**config.mk**
```make
export PLATFORM = sky130hd
export DESIGN_NAME = smvs_seq
export DESIGN_NICKNAME = d
export VERILOG_FILES = /design/src/smvs_pkg.sv /design/src/smvs_fifo.sv /design/src/smvs_seq.sv
export VERILOG_INCLUDE_DIRS = /design/src /design/src/src
export SDC_FILE = /design/constraint.sdc
export NUM_CORES = 2
export LEC_CHECK = 0
export BUFFER_PORTS_ARGS = -buffer_cell sky130_fd_sc_hd__buf_2
export CAP_MARGIN = 20
export CORE_MARGIN = 1.5
export CORE_UTILIZATION = 41
export DETAILED_ROUTE_END_ITERATION = 16
export PLACE_DENSITY = 0.64
export SETUP_SLACK_MARGIN = 0.5
export SLEW_MARGIN = 15
export SYNTH_ARGS = -nofsm -noshare
export SYNTH_HDL_FRONTEND = slang
export SYNTH_SLANG_ARGS = --single-unit
```
**constraint.sdc**
```tcl
create_clock -name clk_i -period 72.5 [get_ports clk_i]
set_input_delay 0 -clock clk_i [delete_from_list [all_inputs] [get_ports clk_i]]
set_output_delay 0 -clock clk_i [all_outputs]
set_load 0.01 [all_outputs]
```
**src/smvs_defines.svh**
```systemverilog
`ifndef SMVS_DEFINES_SVH
`define SMVS_DEFINES_SVH
// Overview of operation
// - Start register low bits launch a vector
// - Vector number minus one selects slot
// - Zero-clock vector runs only macro moves
// - State macro emits pre-count pulses, pattern TMS
// - Clearing setup bit 3 releases test reset
// - Type 10 is shift with capture
// - Pre-count 3 drives pattern bits 4-6
// - Shift holds loop bit, data on TDI
// - Last shifted bit drives mode-select high
// - Post-count mode-select values follow the shift
// - Compare needs slot bit 20; with slot bit 21 set, only where mask bit is zero
// - DR macro: capture, shift, exit, update, idle
// - Macro word field layout: type, counts, pattern
// - Setup bit 2 resets sequencer logic

// Register byte offsets
`define SMVS_OFS_START 8'h00
`define SMVS_OFS_SETUP 8'h04
`define SMVS_OFS_CLKDIV 8'h08
`define SMVS_OFS_STATUS 8'h0c
`define SMVS_OFS_EXPECT 8'h10
`define SMVS_OFS_MASK 8'h14
`define SMVS_OFS_DATA 8'h18
`define SMVS_OFS_CAPTURE 8'h1c
`define SMVS_PAGE_SLOT 3'b001
`define SMVS_PAGE_MACRO 3'b010

// Macro word fields
`define SMVS_MAC_TYPE_HI 17
`define SMVS_MAC_TYPE_LO 16
`define SMVS_MAC_PRE_HI 26
`define SMVS_MAC_PRE_LO 24
`define SMVS_MAC_POST_HI 22
`define SMVS_MAC_POST_LO 20
`define SMVS_MAC_LOOP 7
`define SMVS_MAC_PPAT_LO 4'd8
`define SMVS_MAC_PAT_LO 4'd2
`define SMVS_MAC_PAT_HI 4'd6
`define SMVS_MAC_PAT_END 4'd7

// Vector slot word fields
`define SMVS_SLOT_CLK_HI 15
`define SMVS_SLOT_CLK_LO 0
`define SMVS_SLOT_MAC_HI 18
`define SMVS_SLOT_MAC_LO 16
`define SMVS_SLOT_CMP 20
`define SMVS_SLOT_MSK 21

// Setup bits and reset values
`define SMVS_SETUP_SMRST 2
`define SMVS_SETUP_TRST 3
`define SMVS_SETUP_RST 8'h08
`define SMVS_CLKDIV_RST 16'h0010
`define SMVS_HALF_MIN 16'h0002
`define SMVS_WORD_BITS 6'h20

`endif

```
**src/smvs_pkg.sv**
```systemverilog
`default_nettype none
`include "smvs_defines.svh"
package smvs_pkg;
   // Sequencer states
   typedef enum logic [3:0] {
      S_IDLE = 4'b0001,
      S_PRE = 4'b0010,
      S_SHIFT = 4'b0100,
      S_POST = 4'b1000
   } smvs_state_t;

   // Macro types
   typedef enum logic [1:0] {
      MT_NONE = 2'b00,
      MT_DR = 2'b01,
      MT_IR = 2'b10,
      MT_STATE = 2'b11
   } smvs_mtype_t;

   // Whole sequencer state
   typedef struct packed {
      smvs_state_t st;
      logic tck;
      logic tms;
      logic tdi;
      logic trst_n;
      logic tdo_s1;
      logic tdo_s2;
      logic fail;
      logic [15:0] div_cnt;
      logic [15:0] clkdiv;
      logic [15:0] pos;
      logic [15:0] errors;
      logic [2:0] cnt;
      logic [2:0] last_vec;
      logic [5:0] bits_left;
      logic [31:0] vec;
      logic [31:0] mac;
      logic [31:0] shreg;
      logic [31:0] capture;
      logic [31:0] exp_w;
      logic [31:0] mask_w;
      logic [31:0] prdata;
      logic [7:0] setup;
      logic [7:0][31:0] slots;
      logic [7:0][31:0] macros;
   } smvs_regs_t;
endpackage
`default_nettype wire

```
**src/smvs_fifo.sv**
```systemverilog
`timescale 1ns/10ps
`default_nettype none
// Vector data FIFO; depth must be a power of two
module smvs_fifo #(
   parameter int WIDTH = 32,
   parameter int DEPTH = 32
) (
   input wire logic clk_i,
   input wire logic rst_i,
   input wire logic flush_i,
   input wire logic in_valid_i,
   output logic in_ready_o,
   input wire logic [WIDTH-1:0] in_data_i,
   output logic out_valid_o,
   input wire logic out_ready_i,
   output logic [WIDTH-1:0] out_data_o
);
   localparam int AW = $clog2(DEPTH);
   localparam int CW = $clog2(DEPTH + 1);

   typedef struct packed {
      logic [DEPTH-1:0][WIDTH-1:0] mem;
      logic [AW-1:0] wp;
      logic [AW-1:0] rp;
      logic [CW-1:0] cnt;
      logic [WIDTH-1:0] rdata;
   } smvs_fifo_t;

   smvs_fifo_t f_reg, f_next;
   logic push, pop;

   // Handshakes from the fill count
   assign in_ready_o = (f_reg.cnt != CW'(DEPTH));
   assign out_valid_o = (f_reg.cnt != '0);
   assign out_data_o = f_reg.rdata;
   assign push = in_valid_i & in_ready_o;
   assign pop = out_ready_i & out_valid_o;

   // Pointer, count and head register update
   always_comb begin
      f_next = f_reg;
      if (push) begin
         f_next.mem[f_reg.wp] = in_data_i;
         f_next.wp = f_reg.wp + 1'b1;
      end
      if (pop) begin
         f_next.rp = f_reg.rp + 1'b1;
      end
      if (push && !pop) begin
         f_next.cnt = f_reg.cnt + 1'b1;
      end else if (pop && !push) begin
         f_next.cnt = f_reg.cnt - 1'b1;
      end
      // Head word bypasses memory when written into the read slot
      if (push && (f_reg.wp == f_next.rp)) begin
         f_next.rdata = in_data_i;
      end else begin
         f_next.rdata = f_reg.mem[f_next.rp];
      end
      if (flush_i) begin
         f_next.wp = '0;
         f_next.rp = '0;
         f_next.cnt = '0;
      end
   end

   // State register
   always_ff @(posedge clk_i or posedge rst_i) begin
      if (rst_i) begin
         f_reg <= '0;
      end else begin
         f_reg <= f_next;
      end
   end
endmodule
`default_nettype wire

```
**src/smvs_seq.sv**
```systemverilog
`timescale 1ns/10ps
`default_nettype none
`include "smvs_defines.svh"
// Scan-master vector sequencer with APB register access
module smvs_seq #(
   parameter int FIFO_DEPTH = 32
) (
   input wire logic clk_i,
   input wire logic rst_i,
   input wire logic psel_i,
   input wire logic penable_i,
   input wire logic pwrite_i,
   input wire logic [7:0] paddr_i,
   input wire logic [31:0] pwdata_i,
   output logic [31:0] prdata_o,
   output logic pready_o,
   output logic pslverr_o,
   output logic master_test_clock_out_o,
   output logic master_mode_select_out_o,
   output logic master_serial_test_out_o,
   output logic test_reset_n_o,
   input wire logic return_serial_in_i
);
   localparam smvs_pkg::smvs_regs_t RST_VAL = '{
      st: smvs_pkg::S_IDLE,
      clkdiv: `SMVS_CLKDIV_RST,
      setup: `SMVS_SETUP_RST,
      default: '0
   };

   smvs_pkg::smvs_regs_t r_reg, r_next;
   logic acc, wr, mapped, push, fifo_in_ready, fifo_out_valid, fifo_pop, fifo_flush;
   logic start_go, smrst, chk, last_bit;
   logic [31:0] fifo_data, rd_mux;
   logic [15:0] half, clocks;
   logic [2:0] pre_n, post_n, start_num;
   logic [1:0] mtype;

   // Mode-select bit of pre-shift pulse k
   function automatic logic pre_bit(input logic [31:0] m, input logic [2:0] n,
                                    input logic [2:0] k);
      logic [3:0] idx;
      idx = `SMVS_MAC_PAT_END - {1'b0, n} + {1'b0, k};
      if (idx >= `SMVS_MAC_PAT_LO && idx <= `SMVS_MAC_PAT_HI) begin
         pre_bit = m[idx];
      end else begin
         pre_bit = 1'b1;
      end
   endfunction

   // Mode-select bit of post-shift pulse k
   function automatic logic post_bit(input logic [31:0] m, input logic [2:0] k);
      logic [3:0] idx;
      idx = `SMVS_MAC_PPAT_LO + {1'b0, k};
      post_bit = m[idx];
   endfunction

   // Field extraction from the running vector and macro
   assign half = (r_reg.clkdiv < `SMVS_HALF_MIN) ? `SMVS_HALF_MIN : r_reg.clkdiv;
   assign clocks = r_reg.vec[`SMVS_SLOT_CLK_HI:`SMVS_SLOT_CLK_LO];
   assign mtype = r_reg.mac[`SMVS_MAC_TYPE_HI:`SMVS_MAC_TYPE_LO];
   assign pre_n = r_reg.mac[`SMVS_MAC_PRE_HI:`SMVS_MAC_PRE_LO];
   assign post_n = r_reg.mac[`SMVS_MAC_POST_HI:`SMVS_MAC_POST_LO];
   assign last_bit = (r_reg.pos == clocks - 16'h0001);

   // APB handshake; data pushes stall while the FIFO is full
   assign acc = psel_i & penable_i;
   assign pready_o = !(pwrite_i && (paddr_i == `SMVS_OFS_DATA) && !fifo_in_ready);
   assign wr = acc & pwrite_i & pready_o;
   assign pslverr_o = acc & !mapped;
   assign push = wr & (paddr_i == `SMVS_OFS_DATA);
   assign start_num = pwdata_i[2:0];
   assign start_go = wr && (paddr_i == `SMVS_OFS_START) && (start_num != 3'h0)
                     && (r_reg.st == smvs_pkg::S_IDLE);
   assign smrst = wr && (paddr_i == `SMVS_OFS_SETUP) && pwdata_i[`SMVS_SETUP_SMRST];
   assign chk = (r_reg.pos < 16'h0020) && r_reg.vec[`SMVS_SLOT_CMP]
                && !(r_reg.vec[`SMVS_SLOT_MSK] && r_reg.mask_w[r_reg.pos[4:0]]);

   // Read mux and address decode
   always_comb begin
      rd_mux = 32'h0000_0000;
      mapped = 1'b1;
      if (paddr_i[7:5] == `SMVS_PAGE_SLOT) begin
         rd_mux = r_reg.slots[paddr_i[4:2]];
      end else if (paddr_i[7:5] == `SMVS_PAGE_MACRO) begin
         rd_mux = r_reg.macros[paddr_i[4:2]];
      end else begin
         case (paddr_i)
            `SMVS_OFS_START: rd_mux = {23'h0, r_reg.st != smvs_pkg::S_IDLE, 5'h0, r_reg.last_vec};
            `SMVS_OFS_SETUP: rd_mux = {24'h0, r_reg.setup};
            `SMVS_OFS_CLKDIV: rd_mux = {16'h0, r_reg.clkdiv};
            `SMVS_OFS_STATUS: rd_mux = {r_reg.errors, 14'h0, r_reg.fail,
                                        r_reg.st != smvs_pkg::S_IDLE};
            `SMVS_OFS_EXPECT: rd_mux = r_reg.exp_w;
            `SMVS_OFS_MASK: rd_mux = r_reg.mask_w;
            `SMVS_OFS_DATA: rd_mux = 32'h0000_0000;
            `SMVS_OFS_CAPTURE: rd_mux = r_reg.capture;
            default: mapped = 1'b0;
         endcase
      end
   end

   // Next-state logic: registers, then sequencer, then soft reset
   always_comb begin
      logic go;
      go = 1'b0;
      r_next = r_reg;
      fifo_pop = 1'b0;
      fifo_flush = 1'b0;
      r_next.tdo_s1 = return_serial_in_i;
      r_next.tdo_s2 = r_reg.tdo_s1;
      if (psel_i && !penable_i && !pwrite_i) begin
         r_next.prdata = rd_mux;
      end
      if (wr) begin
         if (paddr_i[7:5] == `SMVS_PAGE_SLOT) begin
            r_next.slots[paddr_i[4:2]] = pwdata_i;
         end else if (paddr_i[7:5] == `SMVS_PAGE_MACRO) begin
            r_next.macros[paddr_i[4:2]] = pwdata_i;
         end else begin
            case (paddr_i)
               `SMVS_OFS_SETUP: r_next.setup = pwdata_i[7:0];
               `SMVS_OFS_CLKDIV: r_next.clkdiv = pwdata_i[15:0];
               `SMVS_OFS_EXPECT: r_next.exp_w = pwdata_i;
               `SMVS_OFS_MASK: r_next.mask_w = pwdata_i;
               `SMVS_OFS_STATUS: begin
                  if (pwdata_i[1]) begin
                     r_next.fail = 1'b0;
                     r_next.errors = 16'h0000;
                  end
               end
               default: begin
               end
            endcase
         end
      end
      // launch vector; slot is number minus one
      if (start_go) begin
         r_next.last_vec = start_num;
         r_next.vec = r_reg.slots[start_num - 3'h1];
         r_next.mac = r_reg.macros[r_reg.slots[start_num - 3'h1]
                                   [`SMVS_SLOT_MAC_HI:`SMVS_SLOT_MAC_LO]];
         r_next.st = smvs_pkg::S_PRE;
         r_next.cnt = 3'h0;
         r_next.pos = 16'h0000;
         r_next.bits_left = 6'h00;
         r_next.div_cnt = 16'h0000;
         r_next.tck = 1'b0;
      end
      // Sequencer: low phase sets up the pulse, high phase ends it
      if (r_reg.st != smvs_pkg::S_IDLE && !r_reg.tck) begin
         case (r_reg.st)
            smvs_pkg::S_PRE: begin
               if (r_reg.cnt == pre_n) begin
                  r_next.cnt = 3'h0;
                  // state macro or zero clocks skip the shift
                  if (mtype == smvs_pkg::MT_STATE) begin
                     r_next.st = smvs_pkg::S_IDLE;
                  end else if (clocks == 16'h0000) begin
                     r_next.st = smvs_pkg::S_POST;
                  end else begin
                     r_next.st = smvs_pkg::S_SHIFT;
                  end
               end else begin
                  r_next.tms = pre_bit(r_reg.mac, pre_n, r_reg.cnt);
                  go = 1'b1;
               end
            end
            smvs_pkg::S_SHIFT: begin
               if (r_reg.pos == clocks) begin
                  r_next.st = smvs_pkg::S_POST;
                  r_next.cnt = 3'h0;
               end else if (r_reg.bits_left == 6'h00) begin
                  // Wait for the next data word
                  if (fifo_out_valid) begin
                     fifo_pop = 1'b1;
                     r_next.shreg = fifo_data;
                     r_next.bits_left = `SMVS_WORD_BITS;
                  end
               end else begin
                  // loop bit on mode-select; high on last bit
                  r_next.tms = last_bit ? 1'b1 : r_reg.mac[`SMVS_MAC_LOOP];
                  r_next.tdi = r_reg.shreg[0];
                  go = 1'b1;
               end
            end
            smvs_pkg::S_POST: begin
               if (r_reg.cnt == post_n) begin
                  r_next.st = smvs_pkg::S_IDLE;
               end else begin
                  r_next.tms = post_bit(r_reg.mac, r_reg.cnt);
                  go = 1'b1;
               end
            end
            default: r_next.st = smvs_pkg::S_IDLE;
         endcase
         if (go) begin
            if (r_reg.div_cnt == half - 16'h0001) begin
               r_next.tck = 1'b1;
               r_next.div_cnt = 16'h0000;
            end else begin
               r_next.div_cnt = r_reg.div_cnt + 16'h0001;
            end
         end
      end else if (r_reg.st != smvs_pkg::S_IDLE) begin
         if (r_reg.div_cnt == half - 16'h0001) begin
            r_next.tck = 1'b0;
            r_next.div_cnt = 16'h0000;
            if (r_reg.st == smvs_pkg::S_SHIFT) begin
               r_next.capture = {r_reg.tdo_s2, r_reg.capture[31:1]};
               if (chk && (r_reg.tdo_s2 != r_reg.exp_w[r_reg.pos[4:0]])) begin
                  r_next.errors = r_reg.errors + 16'h0001;
                  r_next.fail = 1'b1;
               end
               r_next.pos = r_reg.pos + 16'h0001;
               r_next.shreg = {1'b0, r_reg.shreg[31:1]};
               r_next.bits_left = r_reg.bits_left - 6'h01;
            end else begin
               r_next.cnt = r_reg.cnt + 3'h1;
            end
         end else begin
            r_next.div_cnt = r_reg.div_cnt + 16'h0001;
         end
      end
      if (smrst) begin
         r_next.st = smvs_pkg::S_IDLE;
         r_next.tck = 1'b0;
         r_next.div_cnt = 16'h0000;
         r_next.errors = 16'h0000;
         r_next.fail = 1'b0;
         r_next.setup[`SMVS_SETUP_SMRST] = 1'b0;
         fifo_flush = 1'b1;
      end
      // test reset follows setup bit 3, active low
      r_next.trst_n = !r_next.setup[`SMVS_SETUP_TRST];
   end

   // State register
   always_ff @(posedge clk_i or posedge rst_i) begin
      if (rst_i) begin
         r_reg <= RST_VAL;
      end else begin
         r_reg <= r_next;
      end
   end

   // Vector data buffer
   smvs_fifo #(.WIDTH(32), .DEPTH(FIFO_DEPTH)) u_fifo (
      .clk_i(clk_i),
      .rst_i(rst_i),
      .flush_i(fifo_flush),
      .in_valid_i(push),
      .in_ready_o(fifo_in_ready),
      .in_data_i(pwdata_i),
      .out_valid_o(fifo_out_valid),
      .out_ready_i(fifo_pop),
      .out_data_o(fifo_data)
   );

   // Pin and bus outputs
   assign prdata_o = r_reg.prdata;
   assign master_test_clock_out_o = r_reg.tck;
   assign master_mode_select_out_o = r_reg.tms;
   assign master_serial_test_out_o = r_reg.tdi;
   assign test_reset_n_o = r_reg.trst_n;
endmodule
`default_nettype wire

```
==> flow_summary.yaml <==
outcome:
  outcome: "complete, no violations"
timing:
  worst_pin_slew_ns: 1.24
  fin_setup_tns_ns: 0
  rsz0062_at_grt: "no"
  fmax_mhz: 167
  setup_viol: 0
  fin_crit_sh: 0.0825
  period_minus_slack_ns: 5.98
  skew_ns: 0.0444
  drv_slew: 0
  relSlewSlack: 0.175
  holdWs_ns: 0.0360
  finalHoldViolations: 0
drt:
  wire_per_inst_um: 27.6
  via_count: 65900
  top_layer: "met5"
  drt-met1-wl_um: 123000
  drt-initial-drc-count: 7101
  wl_met3_um: 27000
  ant_nets: 0
  drt-vias-per-instance: 6.24
  wl_met2_um: 129000
  first_pass_iters: 6
  drc: 0
  drt-total-wl_um: 291000
setup_path:
  ff2ff_path_depth: 14
  worstPathArrival_ns: 6.79
  critPathCaptureType: "flop"
  critPathKind: "flop to flop"
  critPathRequiredTime_ns: 73.31
  startpoint_type: "flop"
  path_max_fanout: 70
synthesis:
  yosys_warnings: 0
  ys_seq_area_frac: 0.510
  synth_edf_count: 0
  ys_types: 95
  synthFlopType: "dfrtp_1"
  synth-seq-cells: 1879
  syn-num-nets: 7734
  syn-cell-area_um2: 92100
  synth_cells: 7664
  async_flop_share: 1.00
  syn_area_per_cell_um2: 12.0
global_routing:
  grt_max_degree: 185
  track_usage: 0.252
  grt_pass1_vias: 66300
  antenna_found_initial: 12
  overflow: 0
  grt_pass1_wl_um: 438000
floorplan:
  initial_core_util: 0.414
  dieArea_um2: 228000
  fp.dieH_um: 477
  row_count: 173
  die_w_um: 477
  core_um2: 223000
  ios: 84
final_layout:
  drive_above_1_share: 0.314
  largest_reg_flops: 1040
  syn2layout_area_growth_pct: 11.4
  postLayoutCoreUtil: 0.461
  layout.nets: 7495
  layout.cells.non_filler: 10600
cts:
  clkTransAtPathRegs_ns: 0.06
  clockBufferDepth: 3
  clockRootBuffer: "clkbuf_16"
  cts.repair.resized: 0
  h-tree-depth: 4
  clock-sinks: 1879
  post_cts_buffers: 0
  clk_latency_ns: 0.88
  cts_buffers: 200
  cts_tree: "built"
worst_hold_path:
  hold_path_class: "input pin to flop"
  whs_path_depth: 4
power_and_ir_drop:
  pwr-share-seq: 0.473
  power_switching_uw: 570
  power_density_nw_per_um2: 22.6
  swShare: 0.246
  ir_drop_v: 0.0000188
  p_comb_frac: 0.070
  power.internal_uw: 1750
  power.leakage_uw: 0.0479
  clkPwrFrac: 0.457
placed_design:
  dp_cells: 10200
  place.gp.congestion: 0.889
  dp.final_hpwl_um: 171000
  io_buffers: 83
flow_run:
  maxCapViolations: 0
-- area by class of cell --
type | count | area (um^2)
sequential | 1879 | 47000
timing repair buffer | 310 | 2520
tap | 2975 | 3720
antenna | 5 | 12.5
fill | 19700 | 120000
clock inverter | 66 | 903
clock buffer | 297 | 5880
multi-input combinational | 4999 | 42400
inverter | 35 | 140
-- logic make-up after synthesis --
family	Yosys count	share of synthesized area
buffers and inverters	786	0.0351
muxes	2082	0.274
AOI/OAI and AO/OA	1148	0.0872
and+or+nand+nor	1666	0.0811
DFF	1879	0.510
adders and majority gates	24	0.00342
xor gates and xnor gates	79	0.00835
-- through the flow --
step	total power, uW	area [um^2]	setup WS [ns]
floorplan	1220	92100	19.45
global placement	1270	95100	66.68
detailed placement	1270	95200	66.70
CTS	2330	102000	66.68
global route	2390	103000	66.36
finish	2320	103000	66.52
-- worst max-delay path, stage by stage, from the launching register on --
cell,delay (ns)
dfrtp_1,0.42
inv_1,0.09
ha_1,0.18
or4b_1,0.52
a211oi_4,0.42
nand3_2,0.21
a21o_2,0.24
buf_4,0.35
nand2_4,0.76
o21a_2,0.21
buf_4,0.55
nor2_1,0.08
o311a_1,0.58
a221oi_1,1.03
o211a_1,0.22
-- power by group through the flow --
stage / combinational (uW) / clock (uW) / sequential, uW
after floorplan: 107 / 0 / 1110
after global placement: 155 / 0 / 1110
after detailed placement: 158 / 0 / 1110
after CTS: 161 / 1070 / 1100
after global routing: 175 / 1120 / 1100
final: 162 / 1060 / 1100
-- per-layer routing --
layer / vias to the layer above / track usage
met2: 2918 / 0.381
li1: 27700 / -
met3: 556 / 0.0627
met5: - / 0.00525
met4: 4 / 0.102
met1: 34700 / 0.346
-- final timing paths --
check / startpoint / endpoint / slack, ns
setup / recovery: r_reg[744] / u_fifo.out_data_o[24] / 66.52
hold / removal: pwdata_i[5] / u_fifo.out_data_o[5] / 0.04
setup reg to reg: r_reg[744] / u_fifo.out_data_o[24] / 66.52
min in group asynchronous: rst_i / r_reg[364] / 0.48
max in group asynchronous: rst_i / u_fifo.f_reg[108] / 68.20
hold reg to reg: r_next[821] / r_reg[821] / 0.36
-- Yosys cell counts (43+ instances only) --
cell type  number  area, um^2
clkbuf_1      526        1970
buf_1          75         282
nand4_1        45         282
mux2_1        100        1130
nor3_1        168         841
nor2_1        256         961
dfrtp_1      1876       46900
mux2i_1       301        3010
o22ai_1       272        1700
buf_2         113         566
mux2_2       1484       16700
a311oi_1       54         473
nand3_1       198         991
o221ai_1       51         447
a22oi_1        60         450
mux4_2        197        4440
a32oi_1        58         508
and3_1         43         269
nand2_1       788        2960
a21oi_1        88         440
o21ai_0       209        1050
-- repair_timing --
item                                    CTS  global route
endpoints found under the hold margin  1047            33
setup endpoints to repair                 0             0
hold buffers                             37             1
-- cells in the final DEF (no fill, tap or decap), drive strengths merged, types with 34 or more instances in the layout --
cell type | synthesis | routed
dfrtp | 1876 | 1876
mux2 | 1584 | 1584
nand2 | 789 | 789
mux2i | 301 | 301
clkbuf | 526 | 297
o22ai | 272 | 272
buf | 225 | 272
nor2 | 259 | 259
o21ai | 238 | 238
nand3 | 199 | 199
mux4 | 197 | 197
nor3 | 168 | 168
a21oi | 89 | 89
a22oi | 61 | 61
a32oi | 58 | 58
a311oi | 54 | 54
o221ai | 51 | 51
nand4 | 46 | 46
and2 | 44 | 44
and3 | 43 | 43
nand2b | 42 | 42
xnor2 | 41 | 41
inv | 33 | 40
clkinv | 2 | 39
dlygate4sd3 | 0 | 38
a31oi | 36 | 36
o211ai | 35 | 35
a2111oi | 35 | 35
xor2 | 34 | 34
Note: power is estimated with default switching activity, not from simulation.
